--- config.mk ---
export PLATFORM = sky130hd
export DESIGN_NAME = hphs_regs
export DESIGN_NICKNAME = d
export VERILOG_FILES = /design/src/hphs_pkg.sv /design/src/hphs_strobe_pulse.sv /design/src/hphs_regs.sv
export SDC_FILE = /design/constraint.sdc
export NUM_CORES = 1
export LEC_CHECK = 0
export BUFFER_PORTS_ARGS = -buffer_cell sky130_fd_sc_hd__buf_2
export CAP_MARGIN = 20
export CORE_MARGIN = 5
export CORE_UTILIZATION = 50
export DETAILED_ROUTE_END_ITERATION = 8
export GPL_TIMING_DRIVEN = 0
export PLACE_DENSITY_LB_ADDON = 0.2
export SYNTH_ARGS = -nofsm -noshare
export SYNTH_HDL_FRONTEND = slang
export SYNTH_SLANG_ARGS = --single-unit
--- constraint.sdc ---
create_clock -name clk -period 6.65 [get_ports clk]
set_clock_uncertainty 0.2 [all_clocks]
set_input_delay 0 -clock clk [delete_from_list [all_inputs] [get_ports clk]]
set_output_delay 0 -clock clk [all_outputs]
set_load 0.005 [all_outputs]
--- src/hphs_pkg.sv ---
// Package with offsets, field positions and reset values for the host port status block
package hphs_pkg;
	// Host port offsets (4-bit host address)
	localparam logic [3:0] HOST_ADDR_BUF     = 4'h0;
	localparam logic [3:0] HOST_ADDR_DLM     = 4'h1;
	localparam logic [3:0] HOST_ADDR_IIR     = 4'h2;
	localparam logic [3:0] HOST_ADDR_LINE    = 4'h5;
	localparam logic [3:0] HOST_ADDR_MODEM   = 4'h6;
	localparam logic [3:0] HOST_ADDR_SCRATCH = 4'h7;
	localparam logic [3:0] HOST_ADDR_HSHAKE  = 4'hF;
	// CPU side offsets
	localparam logic [7:0] CPU_ADDR_DLL      = 8'h20;
	localparam logic [7:0] CPU_ADDR_DLM      = 8'h21;
	localparam logic [7:0] CPU_ADDR_LINE     = 8'h25;
	localparam logic [7:0] CPU_ADDR_MODEM    = 8'h26;
	localparam logic [7:0] CPU_ADDR_SCRATCH  = 8'h27;
	localparam logic [7:0] CPU_ADDR_HSHAKE   = 8'h2F;
	localparam logic [7:0] CPU_ADDR_HCTRL    = 8'h32;
	// Field positions
	localparam int LSR_DATA_READY   = 0;
	localparam int LSR_TX_HOLDING_EMPTY         = 5;
	localparam int LSR_TX_EMPTY     = 6;
	localparam int HCR_DIV_FLAG     = 4;
	localparam int MCR_AUX_TWO      = 3;
	localparam int MCR_LOOP         = 4;
	localparam int IER_RX_FULL      = 0;
	localparam int IER_TX_EMPTY     = 1;
	localparam int IER_LINE_STAT    = 2;
	localparam int IER_MODEM_STAT   = 3;
	// Masks
	localparam logic [7:0] LSR_SET_MASK   = 8'h7F;
	localparam logic [7:0] LSR_ERR_MASK   = 8'h1E;
	localparam logic [7:0] MSR_DELTA_MASK = 8'h0F;
	localparam logic [7:0] MSR_STATE_MASK = 8'hF0;
	localparam logic [7:0] HHR_HOST_EN    = 8'h03;
	localparam logic [7:0] HHR_CTRL_EN    = 8'h0C;
	localparam logic [7:0] HHR_HOST_FLAG  = 8'h30;
	localparam logic [7:0] HHR_CTRL_FLAG  = 8'hC0;
	// Reset values
	localparam logic [7:0] LSR_RESET = 8'h00;
	localparam logic [7:0] MSR_RESET = 8'h00;
	localparam logic [7:0] HHR_RESET = 8'h00;
	localparam logic [7:0] BYTE_ZERO = 8'h00;
endpackage

--- src/hphs_strobe_pulse.sv ---
// One-pulse-per-access detector for a host strobe
`timescale 1ns/10ps
`default_nettype none
module hphs_strobe_pulse (
	input  wire logic clk,       // Device clock
	input  wire logic srst,      // Synchronous reset
	input  wire logic strobe,    // Host strobe level
	output logic      pulse      // One cycle at strobe start
);
	logic prev_q;

	// Remember last level
	always_ff @(posedge clk) begin
		if (srst) begin
			prev_q <= 1'b0;
		end else begin
			prev_q <= strobe;
		end
	end

	// Rising edge only, so a long strobe acts once
	assign pulse = strobe & ~prev_q;
endmodule
`default_nettype wire

--- src/hphs_regs.sv ---
// Host/CPU dual-port status and handshake registers
`timescale 1ns/10ps
`default_nettype none
module hphs_regs
	import hphs_pkg::*;
(
	input  wire logic       clk,            // Device clock, 25 MHz
	input  wire logic       srst,           // Synchronous reset
	input  wire logic       hostSelect,     // Host chip select
	input  wire logic [3:0] hostAddr,       // Host address
	input  wire logic       hostRead,       // Host read strobe level
	input  wire logic       hostWrite,      // Host write strobe level
	input  wire logic [7:0] hostDataIn,     // Host data from pins
	output logic      [7:0] hostDataOut,    // Host read data
	output logic            hostDataOe,     // Drive host data pins
	output logic            host_irq_out,   // Host interrupt level
	output logic            hostIrqOe,      // Drive host interrupt pin
	input  wire logic       dlab,           // Divisor latch access bit
	input  wire logic       uartMode,       // UART emulation mode
	input  wire logic [7:0] modem_control_reg, // Modem control bits
	input  wire logic [3:0] host_irq_enable_reg, // Host interrupt enables
	input  wire logic [7:0] cpuAddr,        // CPU address
	input  wire logic       cpuWrite,       // CPU write strobe
	input  wire logic [7:0] cpuWrData,      // CPU write data
	output logic      [7:0] cpuRdData,      // CPU read data
	output logic            cpu_handshake_irq, // CPU handshake interrupt
	output logic            divUpdateFlag   // Host control divisor flag
);
	import hphs_pkg::*;

	logic [7:0] line_status_reg_q;
	logic [7:0] modem_status_reg_q;
	logic [7:0] handshake_reg_q;
	logic [7:0] line_status_reg_d;
	logic [7:0] modem_status_reg_d;
	logic [7:0] handshake_reg_d;
	logic [7:0] divLow_q;
	logic [7:0] divHigh_q;
	logic [7:0] scratch_q;
	logic       divFlag_q;
	logic       threReleased_q;
	logic [7:0] hostRdData_q;
	logic       hostRdEn_q;
	logic [7:0] cpuRdData_q;
	logic       hostRdPulse;
	logic       hostWrPulse;
	logic       hRd;
	logic       hWr;
	logic [7:0] msrView;
	logic       thrWr;
	logic       rbrRd;
	logic       iirRd;
	logic       lsrRd;
	logic       msrRd;
	logic       hhrHostOk;
	logic [7:0] cw0;
	logic       txIrq;
	logic       irqCause;

	// Strobe edge detectors, one event per access
	hphs_strobe_pulse uRdPulse (
		.clk    (clk),
		.srst   (srst),
		.strobe (hostRead & hostSelect),
		.pulse  (hostRdPulse)
	);
	hphs_strobe_pulse uWrPulse (
		.clk    (clk),
		.srst   (srst),
		.strobe (hostWrite & hostSelect),
		.pulse  (hostWrPulse)
	);

	// Host access decode
	assign hRd       = hostRdPulse;
	assign hWr       = hostWrPulse;
	assign thrWr     = hWr && hostAddr == HOST_ADDR_BUF && !dlab;
	assign rbrRd     = hRd && hostAddr == HOST_ADDR_BUF && !dlab;
	assign iirRd     = hRd && hostAddr == HOST_ADDR_IIR;
	assign lsrRd     = hRd && hostAddr == HOST_ADDR_LINE;
	assign msrRd     = hRd && hostAddr == HOST_ADDR_MODEM;
	assign hhrHostOk = !uartMode;
	assign cw0       = ~cpuWrData;

	// Modem state as seen by readers, loopback remaps
	always_comb begin
		msrView = modem_status_reg_q;
		if (modem_control_reg[MCR_LOOP]) begin
			msrView[4] = modem_control_reg[1];
			msrView[5] = modem_control_reg[0];
			msrView[6] = modem_control_reg[2];
			msrView[7] = modem_control_reg[3];
		end
	end

	// Line status next value: CPU zero-writes set, host reads and THR writes clear, host LSR write loads, set wins
	always_comb begin
		line_status_reg_d = line_status_reg_q;
		if (hWr && hostAddr == HOST_ADDR_LINE) begin
			line_status_reg_d = hostDataIn;
		end
		if (rbrRd) begin
			line_status_reg_d[LSR_DATA_READY] = 1'b0;
		end
		if (lsrRd) begin
			line_status_reg_d = line_status_reg_d & ~LSR_ERR_MASK;
		end
		if (thrWr) begin
			line_status_reg_d[LSR_TX_HOLDING_EMPTY]     = 1'b0;
			line_status_reg_d[LSR_TX_EMPTY] = 1'b0;
		end
		if (cpuWrite && cpuAddr == CPU_ADDR_LINE) begin
			line_status_reg_d = line_status_reg_d | (cw0 & LSR_SET_MASK);
		end
		line_status_reg_d = line_status_reg_d & LSR_SET_MASK;
	end

	// Line status register
	always_ff @(posedge clk) begin
		if (srst) begin
			line_status_reg_q <= LSR_RESET;
		end else begin
			line_status_reg_q <= line_status_reg_d;
		end
	end

	// Modem status next value: change bits set by CPU zeros, state bits plain
	always_comb begin
		modem_status_reg_d = modem_status_reg_q;
		if (hWr && hostAddr == HOST_ADDR_MODEM) begin
			modem_status_reg_d = hostDataIn;
		end
		if (msrRd) begin
			modem_status_reg_d = modem_status_reg_d & ~MSR_DELTA_MASK;
		end
		if (cpuWrite && cpuAddr == CPU_ADDR_MODEM) begin
			// Ring bit is software's trailing-edge marker
			modem_status_reg_d = ((modem_status_reg_d | (cw0 & MSR_DELTA_MASK)) & MSR_DELTA_MASK)
				| (cpuWrData & MSR_STATE_MASK);
		end
	end

	// Modem status register
	always_ff @(posedge clk) begin
		if (srst) begin
			modem_status_reg_q <= MSR_RESET;
		end else begin
			modem_status_reg_q <= modem_status_reg_d;
		end
	end

	// Divisor and scratch bytes: no reset, contents survive
	always_ff @(posedge clk) begin
		if (cpuWrite && cpuAddr == CPU_ADDR_DLL) begin
			divLow_q <= cpuWrData;
		end else if (hWr && hostAddr == HOST_ADDR_BUF && dlab) begin
			divLow_q <= hostDataIn;
		end
		if (cpuWrite && cpuAddr == CPU_ADDR_DLM) begin
			divHigh_q <= cpuWrData;
		end else if (hWr && hostAddr == HOST_ADDR_DLM && dlab) begin
			divHigh_q <= hostDataIn;
		end
		if (cpuWrite && cpuAddr == CPU_ADDR_SCRATCH) begin
			scratch_q <= cpuWrData;
		end else if (hWr && hostAddr == HOST_ADDR_SCRATCH) begin
			scratch_q <= hostDataIn;
		end
	end

	// Divisor update flag, CPU clears by zero write, set wins
	always_ff @(posedge clk) begin
		if (srst) begin
			divFlag_q <= 1'b0;
		end else if (hWr && dlab && (hostAddr == HOST_ADDR_BUF || hostAddr == HOST_ADDR_DLM)) begin
			divFlag_q <= 1'b1;
		end else if (cpuWrite && cpuAddr == CPU_ADDR_HCTRL && !cpuWrData[HCR_DIV_FLAG]) begin
			divFlag_q <= 1'b0;
		end
	end
	assign divUpdateFlag = divFlag_q;

	// Handshake next value: per-field ownership, sets applied last so they win
	always_comb begin
		handshake_reg_d = handshake_reg_q;
		if (cpuWrite && cpuAddr == CPU_ADDR_HSHAKE) begin
			handshake_reg_d = (handshake_reg_d & ~HHR_CTRL_EN) | (cpuWrData & HHR_CTRL_EN);
			handshake_reg_d = handshake_reg_d & ~(cw0 & HHR_CTRL_FLAG);
		end
		if (hWr && hostAddr == HOST_ADDR_HSHAKE && hhrHostOk) begin
			handshake_reg_d = (handshake_reg_d & ~HHR_HOST_EN) | (hostDataIn & HHR_HOST_EN);
			handshake_reg_d = handshake_reg_d & ~(~hostDataIn & HHR_HOST_FLAG);
			handshake_reg_d = handshake_reg_d | (hostDataIn & HHR_CTRL_FLAG);
		end
		if (cpuWrite && cpuAddr == CPU_ADDR_HSHAKE) begin
			handshake_reg_d = handshake_reg_d | (cw0 & HHR_HOST_FLAG);
		end
	end

	// Handshake register
	always_ff @(posedge clk) begin
		if (srst) begin
			handshake_reg_q <= HHR_RESET;
		end else begin
			handshake_reg_q <= handshake_reg_d;
		end
	end

	// Transmit-empty interrupt release until CPU re-arms TX_HOLDING_EMPTY
	always_ff @(posedge clk) begin
		if (srst) begin
			threReleased_q <= 1'b0;
		end else if (cpuWrite && cpuAddr == CPU_ADDR_LINE && !cpuWrData[LSR_TX_HOLDING_EMPTY]) begin
			threReleased_q <= 1'b0;
		end else if (thrWr || iirRd) begin
			threReleased_q <= 1'b1;
		end
	end

	// Host interrupt sources
	assign txIrq = host_irq_enable_reg[IER_TX_EMPTY] && line_status_reg_q[LSR_TX_HOLDING_EMPTY] && !threReleased_q;
	assign irqCause = (host_irq_enable_reg[IER_RX_FULL] && line_status_reg_q[LSR_DATA_READY])
		|| txIrq
		|| (host_irq_enable_reg[IER_LINE_STAT] && |(line_status_reg_q & LSR_ERR_MASK))
		|| (host_irq_enable_reg[IER_MODEM_STAT] && |(modem_status_reg_q & MSR_DELTA_MASK))
		|| (hhrHostOk && ((handshake_reg_q[0] && handshake_reg_q[4])
			|| (handshake_reg_q[1] && handshake_reg_q[5])));
	assign host_irq_out = irqCause;
	assign hostIrqOe    = modem_control_reg[MCR_AUX_TWO];

	// CPU handshake interrupt
	assign cpu_handshake_irq = (handshake_reg_q[2] && handshake_reg_q[6])
		|| (handshake_reg_q[3] && handshake_reg_q[7]);

	// Host read data captured at strobe start
	always_ff @(posedge clk) begin
		if (srst) begin
			hostRdData_q <= BYTE_ZERO;
			hostRdEn_q   <= 1'b0;
		end else begin
			hostRdEn_q <= hostRead & hostSelect;
			if (hRd) begin
				case (hostAddr)
					HOST_ADDR_BUF:     hostRdData_q <= dlab ? divLow_q : BYTE_ZERO;
					HOST_ADDR_DLM:     hostRdData_q <= dlab ? divHigh_q : BYTE_ZERO;
					HOST_ADDR_LINE:    hostRdData_q <= line_status_reg_q;
					HOST_ADDR_MODEM:   hostRdData_q <= msrView;
					HOST_ADDR_SCRATCH: hostRdData_q <= scratch_q;
					HOST_ADDR_HSHAKE:  hostRdData_q <= hhrHostOk ? handshake_reg_q : BYTE_ZERO;
					default:           hostRdData_q <= BYTE_ZERO;
				endcase
			end
		end
	end
	assign hostDataOut = hostRdData_q;
	assign hostDataOe  = hostRdEn_q & hostRead & hostSelect;

	// CPU read data, one cycle after address
	always_ff @(posedge clk) begin
		if (srst) begin
			cpuRdData_q <= BYTE_ZERO;
		end else begin
			case (cpuAddr)
				CPU_ADDR_DLL:     cpuRdData_q <= divLow_q;
				CPU_ADDR_DLM:     cpuRdData_q <= divHigh_q;
				CPU_ADDR_LINE:    cpuRdData_q <= line_status_reg_q;
				CPU_ADDR_MODEM:   cpuRdData_q <= msrView;
				CPU_ADDR_SCRATCH: cpuRdData_q <= scratch_q;
				CPU_ADDR_HSHAKE:  cpuRdData_q <= handshake_reg_q;
				CPU_ADDR_HCTRL:   cpuRdData_q <= {3'h0, divFlag_q, 4'h0};
				default:          cpuRdData_q <= BYTE_ZERO;
			endcase
		end
	end
	assign cpuRdData = cpuRdData_q;

	// Checks
	chk_lsr_bit7_zero: assert property (@(posedge clk) disable iff (srst) !line_status_reg_q[7])
		else $error("line status bit 7 not zero");
	chk_dr_clear: assert property (@(posedge clk) disable iff (srst)
		rbrRd && !(cpuWrite && cpuAddr == CPU_ADDR_LINE) |=> !line_status_reg_q[0])
		else $error("data ready not cleared");
	chk_err_clear: assert property (@(posedge clk) disable iff (srst)
		lsrRd && !(cpuWrite && cpuAddr == CPU_ADDR_LINE) |=> (line_status_reg_q & LSR_ERR_MASK) == 8'h00)
		else $error("error bits not cleared");
	chk_tx_holding_empty_clear: assert property (@(posedge clk) disable iff (srst)
		thrWr && !(cpuWrite && cpuAddr == CPU_ADDR_LINE) |=> !line_status_reg_q[5] && !line_status_reg_q[6])
		else $error("transmit empty bits not cleared");
	chk_lsr_cpu_set: assert property (@(posedge clk) disable iff (srst)
		cpuWrite && cpuAddr == CPU_ADDR_LINE |=> (line_status_reg_q & ~$past(cpuWrData) & 8'h7F) == (~$past(cpuWrData) & 8'h7F))
		else $error("line status zero write did not set");
	chk_msr_delta_clr: assert property (@(posedge clk) disable iff (srst)
		msrRd && !(cpuWrite && cpuAddr == CPU_ADDR_MODEM) |=> (modem_status_reg_q & 8'h0F) == 8'h00)
		else $error("modem change bits not cleared");
	chk_msr_state_keep: assert property (@(posedge clk) disable iff (srst)
		!hWr && !(cpuWrite && cpuAddr == CPU_ADDR_MODEM) |=> $stable(modem_status_reg_q[7:4]))
		else $error("modem state bits changed alone");
	chk_div_flag: assert property (@(posedge clk) disable iff (srst)
		hWr && dlab && (hostAddr == HOST_ADDR_BUF || hostAddr == HOST_ADDR_DLM) |=> divFlag_q)
		else $error("divisor flag not set");
	chk_irq_drive: assert property (@(posedge clk) disable iff (srst)
		hostIrqOe == modem_control_reg[3])
		else $error("host interrupt drive not gated");
	chk_ctrl_flag_set: assert property (@(posedge clk) disable iff (srst)
		hWr && hostAddr == HOST_ADDR_HSHAKE && !uartMode && hostDataIn[7] |=> handshake_reg_q[7])
		else $error("controller flag not set");
	chk_host_flag_set: assert property (@(posedge clk) disable iff (srst)
		cpuWrite && cpuAddr == CPU_ADDR_HSHAKE && !cpuWrData[5] |=> handshake_reg_q[5])
		else $error("host flag not set");
	chk_tx_release: assert property (@(posedge clk) disable iff (srst)
		iirRd && !(cpuWrite && cpuAddr == CPU_ADDR_LINE) |=> !txIrq)
		else $error("transmit interrupt not released");
endmodule
`default_nettype wire

==> flow_metrics.tcl <==
set metrics [dict create \
    worst_setup_path_end_kind "flip-flop" \
    ios 69 \
    grt_pass1_vias 3810 \
    drc 0 \
    period_share_pct 40.9 \
    grt_overflow 0 \
    rows 31 \
    drive_gt1_share_pct 26.9 \
    postLayoutCellArea_um2 4800 \
    htreeDepth 3 \
    track_usage_pct 26.4 \
    maxCapViolCount 0 \
    numCtsBuffers 9 \
    seq_power_share_pct 49.5 \
    yosysUniqueCellTypes 55 \
    required_ns 6.50 \
    total_power_w 0.000866 \
    slew_headroom_pct 52.4 \
    ff2ff_setup_slack_ns 3.93 \
    port_buffers 60 \
    intPower_w 0.000647 \
    grt_max_degree 12 \
    yosysSeqAreaShare_pct 41.4 \
    layout_common_cells "buf_2, dfxtp_1, mux2_2" \
    dieArea_um2 9480 \
    drt_iter0_drc 343 \
    finalSetupViolCount 0 \
    worstMarginPinSlew_ns 0.708 \
    first_pass_iters 5 \
    antenna_found_initial 0 \
    dpl.cell_count 546 \
    peakVddDrop_v 0.000133 \
    switching_share_pct 25.3 \
    synth_area_um2 3820 \
    grt_pass1_wl_um 19800 \
    clockBufferDepth 2 \
    ant_nets 0 \
    setup-tns-final_ns 0 \
    power_frac_clock_pct 37.7 \
    die_w_um 97.4 \
    wl_um 12700 \
    fillCellCount 579 \
    via_count 3824 \
    gp_congestion 0.982 \
    ys.flop_type "dfxtp_1" \
    ys_async_sr_fraction_pct 0 \
    finalHoldViolCount 0 \
    crit_path_start_kind "flip-flop" \
    cts_tree "done" \
    clk_latency_ns 0.34 \
    yosysWarningCount 0 \
    fin_nets 541 \
    root_buffer "clkbuf_8" \
    synth_fp_nets 432 \
    synth.avg_cell_area_um2 9.94 \
    cts.sinks 67 \
    synth_edf_count 24 \
    fp.dieH_um 97.4 \
    rsz0062_at_grt "false" \
    arrival_ns 2.57 \
    power.density_nw_per_um2 180 \
    viasPerCell 6.41 \
    power.net_switching_w 0.000219 \
    crit_fanout 10 \
    final_cells 597 \
    hold_path_class "in -> reg" \
    place_area_um2 4260 \
    fin_crit_ns 2.72 \
    fmax_ghz 0.368 \
    power_leakage_nw 1.86 \
    slew_violations 0 \
    dp_hpwl_um 8960 \
    whs_ns 0.0198 \
    wl_per_cell_um 21.2 \
    antenna_cells 0 \
    path_clk_slew_ns 0.07 \
    core-area_um2 7330 \
    syn_to_final_growth_pct 25.7 \
    ys_ff_latch 67 \
    postSynthCellCount 384 \
    initial_core_util_pct 52.1 \
    path_class "reg -> reg" \
    power.share.combinational_pct 12.8 \
    status "finished clean" \
    final_common_cell "buf_2" \
    cts_resized 0 \
]
worst max-delay path, stage by stage, from the launching register on:
cell and delay [ns]:
dfxtp_1 0.32, and3b_1 0.28, clkbuf_1 0.44, nand3_1 0.27, o21ai_0 0.63, buf_4 0.29
layer usage:
layer	track usage, %	vias to the layer above	wire length, um
met2	46.5	257	6450
li1	-	1703	-
met1	30.9	1821	4610
met3	5.60	43	1200
met4	11.1	0	390
met5	0	-	0
final cells by class:
| cell class | count | area, um2 | share of cell area [%] |
|---|---|---|---|
| plain buffers | 27 | 116 | 2.43 |
| inverters | 5 | 18.8 | 0.391 |
| repair buffers | 98 | 671 | 14.0 |
| flip-flops and latches | 67 | 1580 | 33.0 |
| multi-input cells | 285 | 2100 | 43.8 |
| clock inverters | 5 | 53.8 | 1.12 |
| well taps | 99 | 124 | 2.58 |
| clock buffers | 11 | 131 | 2.74 |
sequential cells by signal (all words and copies together) (netlist names):
register,flops
cpuRdData,8
divHigh_q,8
divLow_q,8
divUpdateFlag,1
handshake_reg_q,8
hostDataOut,8
hostRdEn_q,1
line_status_reg_q,7
modem_status_reg_q,8
scratch_q,8
threReleased_q,1
uWrPulse.prev_q,1
what timing repair did:
item	CTS	global route
endpoints found under the setup margin	0	0
hold endpoints to repair	53	0
hold buffers	35	0
setup buffers	0	0
logic make-up after synthesis:
logic type	share of synthesized area [%]
multiplexers	16.2
AND/OR/NAND/NOR	18.9
AO/OA/AOI/OAI	19.9
flip-flops	41.4
buffers and inverters	3.54
path summary, 6_finish.rpt:
| path | from | end | cells after the start |
|---|---|---|---|
| max | uWrPulse.prev_q | divLow_q[4] | 5 |
| min | cpuWrite | divUpdateFlag | 3 |
| max reg2reg | uWrPulse.prev_q | divLow_q[4] | 5 |
| min reg2reg | hostDataOut[6] | hostDataOut[6] | 1 |
power by group through the flow:
stage,Clock [W],Combinational [W],Sequential (W)
global route,0.000352,0.000118,0.000428
finish,0.000327,0.000111,0.000428
floorplan,0,0.0000562,0.000437
global placement,0,0.0000942,0.000437
CTS,0.000327,0.000108,0.000428
detailed placement,0,0.0000959,0.000437
synth_stat cells, types with 5 or more instances:
| cell | instances | area [um2] |
|---|---|---|
| inv_1 | 5 | 18.8 |
| mux2_2 | 37 | 417 |
| dfxtp_1 | 43 | 861 |
| nor3_1 | 6 | 30.0 |
| a2bb2oi_1 | 6 | 52.6 |
| nand3_1 | 15 | 75.1 |
| o21ai_0 | 16 | 80.1 |
| a221o_1 | 7 | 70.1 |
| and3_1 | 5 | 31.3 |
| a311oi_1 | 5 | 43.8 |
| nand2_1 | 27 | 101 |
| nand3b_1 | 5 | 37.5 |
| a22o_1 | 13 | 114 |
| nand2b_1 | 7 | 43.8 |
| buf_2 | 6 | 30.0 |
| a22oi_1 | 9 | 67.6 |
| a21oi_1 | 27 | 135 |
| nor2_1 | 23 | 86.3 |
| edfxtp_1 | 24 | 721 |
| clkbuf_1 | 15 | 56.3 |
| nor4_1 | 5 | 31.3 |
| mux2i_1 | 20 | 200 |
stage by stage:
stage	util [%]	worst slack, ns
2_1_floorplan	-	4.49
3_3_place_gp	57.8	3.54
3_5_place_dp	58.1	3.92
4_1_cts	65.4	4.04
5_1_grt	65.4	3.88
6_report	65.4	3.93
Power figures use the tool's default switching activity.
